## src/design/gpio_bc_consts.svh

```systemverilog
// register offsets, field positions, reset values and widths of the port b/c block
`ifndef GPIO_BC_CONSTS_SVH
`define GPIO_BC_CONSTS_SVH
`define GPIO_PORT_W        8
`define GPIO_ADDR_W        8
`define GPIO_OFF_PIN_B     8'h00
`define GPIO_OFF_LAT_B     8'h04
`define GPIO_OFF_DIR_B     8'h08
`define GPIO_OFF_PIN_C     8'h0C
`define GPIO_OFF_LAT_C     8'h10
`define GPIO_OFF_DIR_C     8'h14
`define GPIO_OFF_IRQ_MAIN  8'h18
`define GPIO_OFF_IRQ_EDGE  8'h1C
`define GPIO_OFF_CTRL      8'h20
`define GPIO_DIR_RST       8'hFF
`define GPIO_LAT_RST       8'h00
`define GPIO_BIT_IRQ_EN    3
`define GPIO_BIT_FLAG      0
`define GPIO_BIT_PULL_N    7
`define GPIO_BIT_PRIO      0
`define GPIO_BIT_LVP       0
`define GPIO_PULL_N_RST    1'b1
`define GPIO_PRIO_RST      1'b1
`define GPIO_CHG_LSB       4
`define GPIO_CHG_W         4
`define GPIO_PGM_BIT       5
`define GPIO_RESP_OKAY     2'b00
`define GPIO_RESP_SLVERR   2'b10
`endif

```

## src/design/gpio_bc_pkg.sv

```systemverilog
// types shared by the port b/c block
package gpio_bc_pkg;
  // register selected by a bus address
  typedef enum {
    SEL_PIN_B, SEL_LAT_B, SEL_DIR_B, SEL_PIN_C, SEL_LAT_C, SEL_DIR_C,
    SEL_IRQ_MAIN, SEL_IRQ_EDGE, SEL_CTRL, SEL_NONE
  } reg_sel_type;
endpackage : gpio_bc_pkg

```

## src/design/gpio_port_if.sv

```systemverilog
// carrier between the register core and one port's pad logic
`timescale 1ns/1ps
`default_nettype none
interface gpio_port_if #(parameter int W = 8);
  logic [W-1:0] dirSw;    // software direction, 1 = input
  logic [W-1:0] latch;    // output latch
  logic [W-1:0] ovrEn;    // peripheral owns direction
  logic [W-1:0] ovrDir;   // peripheral direction, 1 = input
  logic [W-1:0] ovrData;  // peripheral drive value
  logic [W-1:0] pullMask; // pins allowed a pull-up
  logic         pullOn;   // global pull-up request
  logic [W-1:0] dirEff;   // direction seen at the pad
  logic [W-1:0] pinOut;   // pad drive value
  logic [W-1:0] pinOe;    // pad drive enable
  logic [W-1:0] pullEn;   // weak pull-up on
  modport core (input dirSw, latch, ovrEn, ovrDir, ovrData, pullMask, pullOn,
                output dirEff, pinOut, pinOe, pullEn);
  modport ctl  (output dirSw, latch, ovrEn, ovrDir, ovrData, pullMask, pullOn,
                input dirEff, pinOut, pinOe, pullEn);
endinterface : gpio_port_if
`default_nettype wire

```

## src/design/gpio_bc_top.sv

```systemverilog
// port b and port c general purpose i/o with change detection, axi4-lite registers
//
// Register access over AXI4-Lite and the register offsets were left to the implementer.
`timescale 1ns/1ps
`default_nettype none
`include "gpio_bc_consts.svh"
// Behaviour
// - port b direction 1 input, 0 drives latch
// - port c uses the same direction rule
// - port b eight bidirectional bits with registers
// - port c eight bidirectional bits with registers
// - port b latch register holds latch, not pins
// - port c latch register holds latch, not pins
// - clearing pull-up bit enables port b pulls on input pins
// - output pins never get a pull-up
// - pull-up disable bit resets to one
// - only upper four input pins detect change
// - compare inputs with snapshot from last port b access
// - ORed mismatches set the change flag
// - change event can wake the device
// - port b access refreshes snapshot, except moves
// - persisting mismatch keeps setting the flag
// - low-voltage programming removes bit 5 function, pull
// - peripheral may override port c direction
// - override never written to direction register
// - flag interrupts only when enabled, chosen priority
// - data register reads pins, writes latch
module gpio_bc_top
  import gpio_bc_pkg::*;
#(
  parameter int W  = `GPIO_PORT_W,
  parameter int AW = `GPIO_ADDR_W
) (
  input  wire logic          clk_sys,       // core clock, 100 MHz
  input  wire logic          rst_n,         // async reset, active low
  input  wire logic [AW-1:0] awaddr,        // write address
  input  wire logic          awvalid,       // write address valid
  output logic               awready,       // write address taken
  input  wire logic [31:0]   wdata,         // write data
  input  wire logic [3:0]    wstrb,         // write byte enables
  input  wire logic          wvalid,        // write data valid
  output logic               wready,        // write data taken
  output logic [1:0]         bresp,         // write response
  output logic               bvalid,        // write response valid
  input  wire logic          bready,        // write response taken
  input  wire logic [AW-1:0] araddr,        // read address
  input  wire logic          arvalid,       // read address valid
  output logic               arready,       // read address taken
  output logic [31:0]        rdata,         // read data
  output logic [1:0]         rresp,         // read response
  output logic               rvalid,        // read data valid
  input  wire logic          rready,        // read data taken
  input  wire logic          regMoveActive, // current access is a reg-to-reg move
  input  wire logic [W-1:0]  pinInB,        // port b pin levels
  output logic [W-1:0]       pinOutB,       // port b drive value
  output logic [W-1:0]       pinOeB,        // port b drive enable
  output logic [W-1:0]       pullUpB,       // port b weak pull-up on
  input  wire logic [W-1:0]  pinInC,        // port c pin levels
  output logic [W-1:0]       pinOutC,       // port c drive value
  output logic [W-1:0]       pinOeC,        // port c drive enable
  input  wire logic [W-1:0]  periphEnC,     // peripheral owns port c pin
  input  wire logic [W-1:0]  periphDirC,    // peripheral direction, 1 = input
  input  wire logic [W-1:0]  periphOutC,    // peripheral drive value
  output logic               irqHigh,       // change interrupt, high priority
  output logic               irqLow,        // change interrupt, low priority
  output logic               wakeReq        // change wake request out of sleep
);
  // register state
  logic [W-1:0] out_latch_b_ff;      // out_latch_b
  logic [W-1:0] dirB_ff;      // direction_b
  logic [W-1:0] out_latch_c_ff;      // out_latch_c
  logic [W-1:0] dirC_ff;      // direction_c
  logic         changeFlag_ff; // change_flag
  logic         chgIrqEn_ff;  // change_irq_enable
  logic         chgPrio_ff;   // change_irq_priority, 1 = high
  logic         pullDisN_ff;  // pullup_disable_n
  logic         lvp_ff;       // low_voltage_programming
  logic         wakeReq_ff;   // registered wake request
  logic         irqHigh_ff;   // registered high interrupt
  logic         irqLow_ff;    // registered low interrupt

  // bus side
  logic         wrEn;         // write taken this cycle
  logic         rdEn;         // read taken this cycle
  reg_sel_type  wrSel;        // decoded write target
  reg_sel_type  rdSel;        // decoded read target
  logic [W-1:0] wrByte;       // low data byte
  logic         wrLane0;      // low byte lane enabled
  logic [31:0]  nxt_rdata;    // read mux
  logic         nxt_rdErr;    // read of an unmapped address
  logic [W-1:0] pinMaskB;     // port b pins read through the data register
  logic         refreshB;     // port b data access, snapshot refresh
  logic         mismatch;     // change detected this cycle
  logic         flagClr;      // software writes the flag to zero
  logic [`GPIO_CHG_W-1:0] watch; // pins taking part in change detection

  gpio_port_if #(.W(W)) padB ();
  gpio_port_if #(.W(W)) padC ();

  // address decode, shared by both channels
  function automatic reg_sel_type decode(input logic [AW-1:0] addr);
    unique case (addr)
      `GPIO_OFF_PIN_B:    decode = SEL_PIN_B;
      `GPIO_OFF_LAT_B:    decode = SEL_LAT_B;
      `GPIO_OFF_DIR_B:    decode = SEL_DIR_B;
      `GPIO_OFF_PIN_C:    decode = SEL_PIN_C;
      `GPIO_OFF_LAT_C:    decode = SEL_LAT_C;
      `GPIO_OFF_DIR_C:    decode = SEL_DIR_C;
      `GPIO_OFF_IRQ_MAIN: decode = SEL_IRQ_MAIN;
      `GPIO_OFF_IRQ_EDGE: decode = SEL_IRQ_EDGE;
      `GPIO_OFF_CTRL:     decode = SEL_CTRL;
      default:            decode = SEL_NONE; // unmapped answers slverr
    endcase
  endfunction : decode

  // handshakes: a write is taken only with address and data together
  always_comb begin
    awready = awvalid & wvalid & ~bvalid;
    wready  = awvalid & wvalid & ~bvalid;
    arready = ~rvalid;
    wrEn    = awvalid & wvalid & ~bvalid;
    rdEn    = arvalid & ~rvalid;
    wrSel   = decode(awaddr);
    rdSel   = decode(araddr);
    wrByte  = wdata[W-1:0];
    wrLane0 = wstrb[0];
  end

  // port b data access refreshes the snapshot; a move bypasses it
  always_comb begin
    refreshB = ((wrEn && wrSel == SEL_PIN_B) || (rdEn && rdSel == SEL_PIN_B)) && !regMoveActive;
  end

  // bit 5 stops being general i/o while low-voltage programming is on
  always_comb begin
    pinMaskB = lvp_ff ? ~(W'(1) << `GPIO_PGM_BIT) : '1;
  end

  // port b latch: data register write and latch register write both land here
  always_ff @(posedge clk_sys or negedge rst_n) begin
    if (!rst_n) begin
      out_latch_b_ff <= `GPIO_LAT_RST;
    end else if (wrEn && wrLane0 && (wrSel == SEL_PIN_B || wrSel == SEL_LAT_B)) begin
      out_latch_b_ff <= wrByte;
    end
  end

  // port b direction, all inputs out of reset
  always_ff @(posedge clk_sys or negedge rst_n) begin
    if (!rst_n) begin
      dirB_ff <= `GPIO_DIR_RST;
    end else if (wrEn && wrLane0 && wrSel == SEL_DIR_B) begin
      dirB_ff <= wrByte;
    end
  end

  // port c latch
  always_ff @(posedge clk_sys or negedge rst_n) begin
    if (!rst_n) begin
      out_latch_c_ff <= `GPIO_LAT_RST;
    end else if (wrEn && wrLane0 && (wrSel == SEL_PIN_C || wrSel == SEL_LAT_C)) begin
      out_latch_c_ff <= wrByte;
    end
  end

  // port c direction; only software writes it, overrides stay at the pad
  always_ff @(posedge clk_sys or negedge rst_n) begin
    if (!rst_n) begin
      dirC_ff <= `GPIO_DIR_RST;
    end else if (wrEn && wrLane0 && wrSel == SEL_DIR_C) begin
      dirC_ff <= wrByte;
    end
  end

  // interrupt control bits: pull-up disable resets to one so pulls start off
  always_ff @(posedge clk_sys or negedge rst_n) begin
    if (!rst_n) begin
      chgIrqEn_ff <= 1'b0;
      pullDisN_ff <= `GPIO_PULL_N_RST;
      chgPrio_ff  <= `GPIO_PRIO_RST;
      lvp_ff      <= 1'b0;
    end else if (wrEn && wrLane0) begin
      if (wrSel == SEL_IRQ_MAIN) begin
        chgIrqEn_ff <= wrByte[`GPIO_BIT_IRQ_EN];
      end
      if (wrSel == SEL_IRQ_EDGE) begin
        pullDisN_ff <= wrByte[`GPIO_BIT_PULL_N];
        chgPrio_ff  <= wrByte[`GPIO_BIT_PRIO];
      end
      if (wrSel == SEL_CTRL) begin
        lvp_ff <= wrByte[`GPIO_BIT_LVP];
      end
    end
  end

  // software clears the flag by writing zero to it
  always_comb begin
    flagClr = wrEn && wrLane0 && wrSel == SEL_IRQ_MAIN && !wrByte[`GPIO_BIT_FLAG];
  end

  // change flag: sticky; a live mismatch sets it again, so set beats clear
  always_ff @(posedge clk_sys or negedge rst_n) begin
    if (!rst_n) begin
      changeFlag_ff <= 1'b0;
    end else if (mismatch) begin
      changeFlag_ff <= 1'b1;
    end else if (flagClr) begin
      changeFlag_ff <= 1'b0;
    end
  end

  // interrupt routing and wake, enable gates both
  always_ff @(posedge clk_sys or negedge rst_n) begin
    if (!rst_n) begin
      irqHigh_ff <= 1'b0;
      irqLow_ff  <= 1'b0;
      wakeReq_ff <= 1'b0;
    end else begin
      irqHigh_ff <= changeFlag_ff & chgIrqEn_ff & chgPrio_ff;
      irqLow_ff  <= changeFlag_ff & chgIrqEn_ff & ~chgPrio_ff;
      wakeReq_ff <= changeFlag_ff & chgIrqEn_ff;
    end
  end

  // read mux: data registers show pins, latch registers show the latch
  always_comb begin
    nxt_rdata = '0;
    nxt_rdErr = 1'b0;
    unique case (rdSel)
      SEL_PIN_B:    nxt_rdata[W-1:0] = pinInB & pinMaskB;
      SEL_LAT_B:    nxt_rdata[W-1:0] = out_latch_b_ff;
      SEL_DIR_B:    nxt_rdata[W-1:0] = dirB_ff;
      SEL_PIN_C:    nxt_rdata[W-1:0] = pinInC;
      SEL_LAT_C:    nxt_rdata[W-1:0] = out_latch_c_ff;
      SEL_DIR_C:    nxt_rdata[W-1:0] = dirC_ff;
      SEL_IRQ_MAIN: begin
        nxt_rdata[`GPIO_BIT_IRQ_EN] = chgIrqEn_ff;
        nxt_rdata[`GPIO_BIT_FLAG]   = changeFlag_ff;
      end
      SEL_IRQ_EDGE: begin
        nxt_rdata[`GPIO_BIT_PULL_N] = pullDisN_ff;
        nxt_rdata[`GPIO_BIT_PRIO]   = chgPrio_ff;
      end
      SEL_CTRL:     nxt_rdata[`GPIO_BIT_LVP] = lvp_ff;
      SEL_NONE:     nxt_rdErr = 1'b1;
    endcase
  end

  // write response channel
  always_ff @(posedge clk_sys or negedge rst_n) begin
    if (!rst_n) begin
      bvalid <= 1'b0;
      bresp  <= `GPIO_RESP_OKAY;
    end else if (wrEn) begin
      bvalid <= 1'b1;
      bresp  <= (wrSel == SEL_NONE) ? `GPIO_RESP_SLVERR : `GPIO_RESP_OKAY;
    end else if (bready) begin
      bvalid <= 1'b0;
    end
  end

  // read data channel; pins are sampled at the edge the address is taken
  always_ff @(posedge clk_sys or negedge rst_n) begin
    if (!rst_n) begin
      rvalid <= 1'b0;
      rdata  <= '0;
      rresp  <= `GPIO_RESP_OKAY;
    end else if (rdEn) begin
      rvalid <= 1'b1;
      rdata  <= nxt_rdata;
      rresp  <= nxt_rdErr ? `GPIO_RESP_SLVERR : `GPIO_RESP_OKAY;
    end else if (rready) begin
      rvalid <= 1'b0;
    end
  end

  // pad controls; bit 5 loses its pull under low-voltage programming
  always_comb begin
    padB.dirSw    = dirB_ff;
    padB.latch    = out_latch_b_ff;
    padB.ovrEn    = '0;
    padB.ovrDir   = '0;
    padB.ovrData  = '0;
    padB.pullMask = pinMaskB;
    padB.pullOn   = ~pullDisN_ff;
    padC.dirSw    = dirC_ff;
    padC.latch    = out_latch_c_ff;
    padC.ovrEn    = periphEnC;
    padC.ovrDir   = periphDirC;
    padC.ovrData  = periphOutC;
    padC.pullMask = '0;          // port c has no pull-ups
    padC.pullOn   = 1'b0;
  end

  gpio_pad_port u_pad_b (
    .clk_sys (clk_sys),
    .rst_n   (rst_n),
    .pad     (padB.core)
  );

  gpio_pad_port u_pad_c (
    .clk_sys (clk_sys),
    .rst_n   (rst_n),
    .pad     (padC.core)
  );

  // only upper input pins watched; bit 5 dropped while it serves programming
  always_comb begin
    watch = padB.dirEff[`GPIO_CHG_LSB +: `GPIO_CHG_W] & pinMaskB[`GPIO_CHG_LSB +: `GPIO_CHG_W];
  end

  gpio_change_detect #(.W(`GPIO_CHG_W)) u_chg (
    .clk_sys  (clk_sys),
    .rst_n    (rst_n),
    .pinIn    (pinInB[`GPIO_CHG_LSB +: `GPIO_CHG_W]),
    .watch    (watch),
    .refresh  (refreshB),
    .mismatch (mismatch)
  );

  // outputs
  always_comb begin
    pinOutB = padB.pinOut;
    pinOeB  = padB.pinOe;
    pullUpB = padB.pullEn;
    pinOutC = padC.pinOut;
    pinOeC  = padC.pinOe;
    irqHigh = irqHigh_ff;
    irqLow  = irqLow_ff;
    wakeReq = wakeReq_ff;
  end

  chk_latch_readback: assert property (@(posedge clk_sys) disable iff (!rst_n)
    (rdEn && rdSel == SEL_LAT_B) |=> rdata[W-1:0] == $past(out_latch_b_ff))
    else $error("latch read does not return latch");
  chk_mismatch_sets: assert property (@(posedge clk_sys) disable iff (!rst_n)
    mismatch |=> changeFlag_ff) else $error("mismatch did not set flag");
  chk_flag_sticky: assert property (@(posedge clk_sys) disable iff (!rst_n)
    (changeFlag_ff && !flagClr) |=> changeFlag_ff) else $error("flag dropped without clear");
  chk_dir_c_untouched: assert property (@(posedge clk_sys) disable iff (!rst_n)
    (dirC_ff != $past(dirC_ff)) |-> $past(wrEn && wrSel == SEL_DIR_C))
    else $error("direction c changed without write");
  chk_irq_gate: assert property (@(posedge clk_sys) disable iff (!rst_n)
    (irqHigh || irqLow) |-> $past(chgIrqEn_ff && changeFlag_ff) && (irqHigh == $past(chgPrio_ff)))
    else $error("interrupt without enable or wrong priority");
  chk_lvp_pull: assert property (@(posedge clk_sys) disable iff (!rst_n)
    lvp_ff |=> !pullUpB[`GPIO_PGM_BIT]) else $error("pull-up on programming pin");
  chk_wake_flag: assert property (@(posedge clk_sys) disable iff (!rst_n)
    (changeFlag_ff && chgIrqEn_ff) |=> wakeReq) else $error("no wake on change");
endmodule : gpio_bc_top
`default_nettype wire

```

## src/design/gpio_change_detect.sv

```systemverilog
// change detection on the upper port b pins against the last-access snapshot
`timescale 1ns/1ps
`default_nettype none
`include "gpio_bc_consts.svh"
module gpio_change_detect #(
  parameter int W = `GPIO_CHG_W
) (
  input  wire logic         clk_sys,  // core clock
  input  wire logic         rst_n,    // async reset, active low
  input  wire logic [W-1:0] pinIn,    // upper pin levels
  input  wire logic [W-1:0] watch,    // pins taking part (inputs only)
  input  wire logic         refresh,  // port b accessed this cycle
  output logic              mismatch  // any watched pin differs
);
  logic [W-1:0] ref_ff; // snapshot taken at the last port b access

  // snapshot refresh; a reg-to-reg move never reaches here
  always_ff @(posedge clk_sys or negedge rst_n) begin
    if (!rst_n) begin
      ref_ff <= '0;
    end else if (refresh) begin
      ref_ff <= pinIn;
    end
  end

  // continuous compare, output pins masked, results ORed
  always_comb begin
    mismatch = |((pinIn ^ ref_ff) & watch);
  end

  chk_ref_refresh: assert property (@(posedge clk_sys) disable iff (!rst_n)
    refresh |=> ref_ff == $past(pinIn)) else $error("snapshot not taken on access");
endmodule : gpio_change_detect
`default_nettype wire

```

## src/design/gpio_pad_port.sv

```systemverilog
// pad side of one port: direction, drive value and weak pull-up
`timescale 1ns/1ps
`default_nettype none
module gpio_pad_port (
  input wire logic    clk_sys, // core clock
  input wire logic    rst_n,   // async reset, active low
  gpio_port_if.core   pad      // controls in, pad drive out
);
  // effective direction: a peripheral wins over software, register untouched
  always_comb begin
    pad.dirEff = (pad.ovrEn & pad.ovrDir) | (~pad.ovrEn & pad.dirSw);
  end

  // registered pad drive; reset leaves every pin an input with no pull
  always_ff @(posedge clk_sys or negedge rst_n) begin
    if (!rst_n) begin
      pad.pinOe  <= '0;
      pad.pinOut <= '0;
      pad.pullEn <= '0;
    end else begin
      pad.pinOe  <= ~pad.dirEff;
      pad.pinOut <= (pad.ovrEn & ~pad.ovrDir & pad.ovrData) | (~(pad.ovrEn & ~pad.ovrDir) & pad.latch);
      // pull only on input pins, so an output never fights its own pull
      pad.pullEn <= {$bits(pad.pullEn){pad.pullOn}} & pad.dirEff & pad.pullMask;
    end
  end

  chk_dir_drive: assert property (@(posedge clk_sys) disable iff (!rst_n)
    ##1 pad.pinOe == ~$past(pad.dirEff)) else $error("pad enable does not follow direction");
  chk_pull_output_off: assert property (@(posedge clk_sys) disable iff (!rst_n)
    ##1 (pad.pullEn & ~$past(pad.dirEff)) == '0) else $error("pull-up on an output pin");
endmodule : gpio_pad_port
`default_nettype wire

```

## config.mk

```make
export PLATFORM = sky130hd
export DESIGN_NAME = gpio_bc_top
export DESIGN_NICKNAME = d
export VERILOG_FILES = /design/src/design/gpio_bc_pkg.sv /design/src/design/gpio_port_if.sv /design/src/design/gpio_bc_top.sv /design/src/design/gpio_change_detect.sv /design/src/design/gpio_pad_port.sv
export VERILOG_INCLUDE_DIRS = /design/src /design/src/design
export SDC_FILE = /design/constraint.sdc
export NUM_CORES = 1
export LEC_CHECK = 0
export BUFFER_PORTS_ARGS = -buffer_cell sky130_fd_sc_hd__buf_2
export CORE_MARGIN = 2
export CORE_UTILIZATION = 30
export CTS_CLUSTER_DIAMETER = 60
export DETAILED_ROUTE_END_ITERATION = 8
export SYNTH_ARGS = -nofsm -noshare
export SYNTH_HDL_FRONTEND = slang
export SYNTH_SLANG_ARGS = --single-unit
```

## constraint.sdc

```tcl
create_clock -name clk_sys -period 3.4 [get_ports clk_sys]
set_input_delay 0.51 -clock clk_sys [delete_from_list [all_inputs] [get_ports clk_sys]]
set_output_delay 0.51 -clock clk_sys [all_outputs]
set_load 0.05 [all_outputs]
```

Word-level counts from Yosys, hierarchy flattened. Cells that the tools add are included.

Register bits after elaboration: 98. Output and inout port bits: 84. Word-level logic and storage cells: 129.

Equality and inequality tests: 34. Multiplexer cells: 17. Bitwise gates (word level): 28. Reductions and logical operators: 27.

Operators by type and width (number): $eq A32 B3 Y1 const B (6); $eq A32 B4 Y1 const B (6); $eq A32 B2 Y1 const B (3); $logic_not A32 Y1 (3); $pmux W4 S9 (2); $and A8 B8 Y8 (8); $eq A32 B5 Y1 const B (2); $eq A8 B5 Y1 const B (8); $not A8 Y8 (5); $eq A32 B1 Y1 const B (1); $eq A8 B4 Y1 const B (4); $pmux W3 S6 (1); $eq A8 B3 Y1 const B (2); $eq A8 B6 Y1 const B (2); $logic_not A8 Y1 (2); $or A8 B8 Y8 (2); $pmux W1 S7 (2); $pmux W2 S6 (1); $logic_and A1 B1 Y1 (10); $pmux W1 S9 (1); $and A4 B4 Y4 (2); $mux W1 (7); $and A1 B1 Y1 (6); $mux W6 (1); 8 further kinds (19).

Longest topological paths before layout. Gate-level depths: netlist of the first run.

Depth in word-level cells: 7. Depth in mapped cells: 6. Depth with buffers taken out: 4.

Hierarchy. From an unflattened synthesis of the first run, not the netlist that was laid out.

Cells, all modules: 398. Area total of the unflattened synthesis: 4974.8 um2.

By module, submodules not included: gpio_bc_top (instances 1, cells an instance 255, area an instance 2894.0 um2); gpio_pad_port (instances 2, cells an instance 64, area an instance 940.9 um2); gpio_change_detect (instances 1, cells an instance 15, area an instance 198.9 um2).

Least setup slack after synthesis of the first run. No wires, ideal clock.

Path kind: register to register. Start point: register bvalid. End point: register u_chg.ref_ff[0]. Arrival time: 2.163 ns. Data required time: 3.275 ns. Path slack: 1.112 ns. Cell stages (with the launch flop): 6. Period minus slack after synthesis: 2.288 ns. Path through: dfrtp_1 > and3b_1 > clkbuf_1 > nand4_1 > a21oi_2 > mux2_2.

Word-level cells in the longest chain between the ends: 5.

Ends and longest elaborated chain: start, declared (line gpio_bc_top.sv:44) `output logic bvalid,`; start signal, assigned (line gpio_bc_top.sv:252) `bvalid <= 1'b0;`; start signal, assigned (line gpio_bc_top.sv:255) `bvalid <= 1'b1;`; start signal, assigned (line gpio_bc_top.sv:258) `bvalid <= 1'b0;`; $not A1 Y1; $and A1 B1 Y1; named net awready (line gpio_bc_top.sv:38) `output logic awready,`; $logic_and A1 B1 Y1 (line gpio_bc_top.sv:131) `refreshB = ((wrEn && wrSel == SEL_PIN_B) || (rdEn && rdSel == SEL_PIN_B)) && !regMoveActive;`; $logic_or A1 B1 Y1 (line gpio_bc_top.sv:131); $logic_and A1 B1 Y1 (line gpio_bc_top.sv:131); end signal, assigned (line gpio_change_detect.sv:22) `ref_ff <= pinIn;`; end, declared (line gpio_change_detect.sv:15) `logic [W-1:0] ref_ff;`.

The timed path passes the listed nets, and every way through them passes these cells. A chain may end at the register's enable or synchronous reset.

Worst setup path after layout of the first run.
Start point: input araddr[4]. End point: register rdata[6].

Word-level cells in the longest chain between the ends: 4. Elaborated cells between the ends (all ways): 17. Those cells by class: 13 x eq/ne; 2 x mux; 2 x reduce/logical.

Ends and longest elaborated chain: start, declared (line gpio_bc_top.sv:46) `input wire logic [AW-1:0] araddr,`; $eq A8 B6 Y1 (tied with other cells) (line gpio_bc_top.sv:102) `unique case (addr)`; $pmux W4 S9 * (line gpio_bc_top.sv:102); $eq A32 B3 Y1 (tied with other cells) (line gpio_bc_top.sv:229) `unique case (rdSel)`; $pmux W3 S6 * (line gpio_bc_top.sv:229); end signal, assigned (line gpio_bc_top.sv:270) `rdata <= nxt_rdata;`; end, declared (line gpio_bc_top.sv:49) `output logic [31:0] rdata,`.

Mark *: on every way between the ends. The rest lies on a longest branch, timed or not.

==> flow_summary.ini, run 1 <==
[synth]
syn-cell-area_sq_um = 4335
synth_top_area_share_pct = 45.02
netlist_instances = 350
ys_ff_latch = 96
async_flop_share_pct = 100.0
synth_largest_area_cell = dfrtp_1
synth.distinct_cells = 52
synth_common_cells = dfrtp_1, mux2_2, buf_4, dfstp_2
syn_avg_cell_area_sq_um = 12.39
synth.most_common_cell = dfrtp_1
ys.flop_type = dfrtp_1
synth_area_leaders = dfrtp_1, mux2_2, dfstp_2
synth_seq_area_share_pct = 55.93
synth_warnings = 0
synth-edff-count = 0

[finish]
layout.nets = 580
drive_gt1_share_pct = 45.36
synthToLayoutAreaGrowth_pct = 24.56
final_cell_count_no_fill = 667
fill_cells = 1383
post-route-cell-area_sq_um = 5400

[detailed_routing]
wl_um = 11310
postRouteAntennaNets = 0
drc = 0
drtPass1Iterations = 4
drt_iter0_markers = 149
viasPerCell = 4.778
via_count = 3187
wl_per_cell_um = 16.95

[placement]
detailed_place_hpwl_um = 8589
pre_cts_ws_ns = 0.9800
gp_congestion = 0.8850
portBuffers = 130
place_area_sq_um = 5092
post-place-cells = 649

[timing]
setup_viol = 0
fin_ws_ns = 1.316
final_max_slew_viol_count = 0
hold_viol = 0
rsz0062_at_grt = no
final.setup_skew_ns = 0.009330
fmax_ghz = 0.4798
fin_crit_sh_pct = 61.30
tightest_slew_ns = 0.8809
finalSetupTns_ns = 0
fin_crit_ns = 2.084
holdWs_ns = 0.1883
slew_headroom_pct = 40.47

[clocking]
root_buffer = clkbuf_16
cts_max_path_buffers = 2
cts_resized = 0
cts_setup_buffers = 0
cts.clk_slew.worst_paths_ns = 0.06
clk-insertion-delay-late_ns = 0.34
cts_max_level = 3
clock-sinks = 96
cts_buffers = 9
cts_tree = yes
holdBufCountCts = 0

[critical_path]
startpoint = araddr[4]
cp_slowest_stage_delay_ns = 0.83
setup.worst_path.class = input port to register
path_buf_inv = 1
critical-path-top-delay-family = simple AND/OR/NAND/NOR gates
slowest_stage = nor4bb_1
startpoint_type = input port
cp_max_fo = 24
timing.critical_path.to = rdata[6]
r2r_cells = 4
end_kind = register
worst_r2r_endpoint = out_latch_c_ff[7]
rr_startpoint = bvalid
arrival_ns = 2.36
regToRegSetupSlack_ns = 1.35
crit_chain = buf_2 -> nor4bb_1 -> a222oi_1 -> nor3_1 -> a211o_1
required_ns = 3.68
crit_cells = 5

[power_and_ir_drop]
max-vdd-ir-drop_uv = 204.8
power_density_nw_per_um2 = 474.5
p_leak_nw = 2.631

[floorplanning]
ios = 184
coreArea_sq_um = 13990
die_y_um = 124.2
initial_core_util_pct = 30.99
dieArea_sq_um = 15430
fp-row-count = 43
fp.dieW_um = 124.2

[run]
cap_violations = 0

[grt]
antenna_found_initial = 4
grt_pass1_vias = 3251
grt_max_degree = 50
grt-ovfl-total = 0
grt_pass1_wl_um = 18130
grt.total_usage_pct = 15.16

[outcome]
status = finished clean

[min_path]
hp-class = input port to asynchronous set/reset pin
## power by group
| group | switching [mW] | internal [mW] | leakage, nW |
|---|---|---|---|
| clock network | 0.413 | 0.613 | 0.147 |
| logic | 0.251 | 0.0904 | 1.31 |
| registers | 0.0202 | 1.17 | 1.18 |
| total | 0.684 | 1.88 | 2.63 |
## placed cells by master, fill, tap and decap left out, drive strengths merged, types with 3 or more instances in the layout
cell type  count
nor4           3
xor2           4
nor3           9
dfrtp         78
a221o          4
clkbuf        14
nand4          3
a21oi          9
nand2b         3
nor3b          4
nand3         16
mux2          50
mux2i         16
a22oi          4
inv           14
a32oi          3
nor2b          9
nand2          6
dfstp         18
buf          133
nor2          12
conb          26
o21ai         12
a31oi          3
## layout make-up
| class | instances | area (sq um) | share of cell area (%) |
|---|---|---|---|
| repair buffers | 133 | 688.2 | 12.74 |
| diodes | 2 | 5.005 | 0.09268 |
| clock buffers | 14 | 264.0 | 4.889 |
| inverters | 14 | 52.55 | 0.9731 |
| clock inverters | 2 | 38.79 | 0.7183 |
| multi-input cells | 226 | 1702 | 31.51 |
| well taps | 180 | 225.2 | 4.171 |
| flip-flops and latches | 96 | 2425 | 44.90 |
## metal layers
layer  track usage, %  share of wire, %  vias to the layer above
met5                0              0.23                        -
met4            7.601               3.5                        4
met3            5.164               7.6                       30
met2            22.57                46                      137
met1            19.65                43                     1543
li1                 -                 -                     1473
## worst register-to-register path, cell delays in order (launching register included)
cell and delay (ns):
dfrtp_1 0.40, and4b_1 0.30, nand3_1 0.20, a21oi_2 0.61, mux2_2 0.41
## registers in the layout, summed over array words and instances (netlist names), 4 cells and up
| register | count |
|---|---|
| out_latch_c_ff | 8 |
| rdata | 8 |
| dirB_ff | 8 |
| u_pad_b.pad.pullEn | 8 |
| u_pad_b.pad.pinOe | 8 |
| out_latch_b_ff | 8 |
| u_chg.ref_ff | 4 |
| u_pad_c.pad.pinOe | 8 |
| dirC_ff | 8 |
| u_pad_c.pad.pinOut | 8 |
| u_pad_b.pad.pinOut | 8 |
## worst min path at each step
stage | endpoint | cells past startpoint | slack, ns
after detailed placement | u_pad_b.pad.pinOut[1] | 0 | 0.39
after floorplan | bresp[1] | 0 | 0.21
after global placement | u_pad_b.pad.pinOut[0] | 0 | 0.39
after CTS | u_pad_c.pad.pinOe[5] | 1 | 0.21
after global routing | u_pad_c.pad.pinOut[3] | 1 | 0.23
final | u_pad_c.pad.pinOut[3] | 1 | 0.19
## stage by stage
step	total power, mW	util, %
after detailed placement	1.559	36.40
after CTS	2.604	38.57
after global placement	1.552	36.40
after floorplan	1.452	-
after global routing	2.684	38.59
final	2.562	38.60
## cell families (layout without fill, tap and decap cells)
logic type	Yosys count	count (layout)	synth area share (%)
DFF	96	96	55.93
and+or+nand+nor	82	82	11.60
muxes	66	66	16.68
buffers and inverters	53	163	6.984
AOI/OAI and AO/OA	48	48	7.908
xor gates and xnor gates	4	4	0.8080
other	1	28	0.08650
No activity file was read; power rests on OpenSTA's default activity.
==> inputs of run 2 (changes only) <==
- ABC_AREA: not set -> 1
- clock period: 3.4 -> 2 ns (I/O delays scaled with it)
==> run 2 against run 1 <==
Worst hold slack lost 0.061 ns. Core utilization shrank 1.2 points. Cell area grew 4.4%. Global-route usage shrank 0.48 points. Total power grew 65%. Area after synthesis grew 6.0%. Worst setup slack lost 0.94 ns. Critical path depth shrank 1. Die area grew 5.8%. Largest power group unchanged. Critical endpoint is now awready. Combinational power grew 80%. Clock skew shrank 0.0018 ns.
==> flow_summary.ini, run 2 <==
[outcome]
status = finished clean

[grt]
grt.total_usage_pct = 14.68
grt-ovfl-total = 0
antenna_found_initial = 1
use_met2_pct = 22.90
grt_pass1_wl_um = 18050
grt.busiest_layer = met2
grt_util_met3_pct = 3.715
grt_pass1_vias = 3419
met1_usage_pct = 18.92
grt_max_degree = 56

[placement]
portBuffers = 130
post-place-cells = 826
place_area_sq_um = 5360
gp_congestion = 0.8986
detailed_place_hpwl_um = 8927

[critical_path]
crit_chain = inv_2 -> nand3_4 -> inv_1 -> buf_2
arrival_ns = 1.32
startpoint_type = register
setup.worst_path.class = register to output pin
end_kind = output pin
required_ns = 1.70
slowest_stage = dfrtp_1
cp_max_fo = 5
cp_slowest_stage_delay_ns = 0.38

[synth]
ys_ff_latch = 96
syn-cell-area_sq_um = 4596
async_flop_share_pct = 100.0
ys.flop_type = dfrtp_1
synth_top_area_share_pct = 42.47
synth_largest_area_cell = dfrtp_1
synth_warnings = 0
netlist_instances = 513
synth_area_leaders = dfrtp_1, nand2_1, dfstp_2
synth.distinct_cells = 34
syn_avg_cell_area_sq_um = 8.958
synth.most_common_cell = nand2_1
synth_common_cells = nand2_1, dfrtp_1, inv_1, nor2_1, nand3_1
synth_seq_area_share_pct = 52.76
synth-edff-count = 0

[timing]
setup_viol = 0
fin_crit_sh_pct = 80.98
final_max_slew_viol_count = 0
final.setup_skew_ns = 0.007539
rsz0062_at_grt = no
fmax_ghz = 0.6175
hold_viol = 0
finalSetupTns_ns = 0
fin_crit_ns = 1.620

[power_and_ir_drop]
p_int_mw = 2.992
p_leak_nw = 3.045
finalPower_mw = 4.225
max-vdd-ir-drop_uv = 374.7
power_density_nw_per_um2 = 749.3
p_sw_share_pct = 29.17
p_comb_share_pct = 14.5
power.switching_mw = 1.232
clkPwrFrac_pct = 37.5
seqPwrFrac_pct = 48.0

[finish]
final_cell_count_no_fill = 843
post-route-cell-area_sq_um = 5638
layout.nets = 750
antenna_cells = 0
drive_gt1_share_pct = 34.81
synthToLayoutAreaGrowth_pct = 22.68
final_common_cell = nand2_1
utilization_pct = 37.36
final_cell_mix = nand2_1, buf_2, dfrtp_1

[clocking]
clock-sinks = 96
cts_tree = yes
clk-insertion-delay-late_ns = 0.35
cts_max_path_buffers = 2
cts_max_level = 3
cts.clk_slew.worst_paths_ns = 0.06
cts_setup_buffers = 0
root_buffer = clkbuf_16
cts_buffers = 9

[floorplanning]
dieArea_sq_um = 16330
initial_core_util_pct = 30.46
ios = 184
coreArea_sq_um = 15090
fp-row-count = 45
fp.dieW_um = 127.8
die_y_um = 127.8

[detailed_routing]
drc = 0
wl_um = 11420
drtPass1Iterations = 4
postRouteAntennaNets = 0
via_count = 3624
viasPerCell = 4.299
wl_per_cell_um = 13.55
drt_iter0_markers = 208

[run]
cap_violations = 0

[min_path]
hp-class = input port to register
==> run 2: worst paths after layout <==
kind | start | to | slack, ns | cells past startpoint
max in group asynchronous | rst_n | dirB_ff[6] | 0.96 | 3
worst max-delay path | bvalid | awready | 0.38 | 4
worst min register to register | out_latch_b_ff[3] | u_pad_b.pad.pinOut[3] | 0.40 | 0
worst min-delay path | bready | bvalid | 0.13 | 2
worst max register to register | bvalid | dirB_ff[6] | 0.52 | 5
min in group asynchronous | rst_n | u_pad_c.pad.pinOe[5] | 0.39 | 2
==> run 2: logic make-up (layout without fill, tap and decap cells) <==
| kind of cell | after synthesis | in the layout | share of synthesized area (%) |
|---|---|---|---|
| simple gates | 263 | 263 | 27.01 |
| buf+inv | 87 | 204 | 10.05 |
| mux | 8 | 8 | 1.960 |
| flops | 96 | 96 | 52.76 |
| other cells | 1 | 26 | 0.08160 |
| compound gates | 58 | 58 | 8.141 |
==> run 2: metrics by stage <==
stage | worst slack, ns | hold WS [ns]
after detailed placement | 0.3831 | 0.2313
after floorplan | 0.2275 | 0.004409
after CTS | 0.3431 | 0.1130
after global placement | 0.3837 | 0.2258
final | 0.3805 | 0.1275
after global routing | 0.2833 | 0.1310
==> run 2: metal layers <==
layer	share of wire [%]	routed length (um)	vias up
met2	45	5127	130
met4	2.7	312	2
met3	7.7	880	18
met5	0.096	11	-
met1	45	5091	1630
li1	-	-	1844
==> run 2: worst max-delay path: cells and delay by family (launching register included) <==
kind / cells / cell delay [ns]
flops: 1 / 0.38
buf+inv: 3 / 0.46
simple gates: 1 / 0.13
==> run 2: timing repair <==
action / in CTS / in global routing
hold endpoints to repair: 21 / 0
hold buffers: 1 / 0
resized for setup: 0 / 0
==> run 2: power by group through the flow <==
stage                     clock network, mW  registers [mW]  logic (mW)
after floorplan                           0            2.20       0.309
after global placement                    0            2.06       0.616
after detailed placement                  0            2.06       0.620
after CTS                              1.64            2.03       0.622
after global routing                   1.72            2.03       0.668
final                                  1.58            2.03       0.615
==> run 2: layout make-up <==
class | count | area (sq um)
Clock buffer | 12 | 236.5
Inverter | 53 | 201.4
Tap cell | 188 | 235.2
Timing Repair Buffer | 135 | 705.7
Sequential cell | 96 | 2425
Multi-Input combinational cell | 355 | 1803
Clock inverter | 4 | 31.28
Fill cell | 1572 | 9452
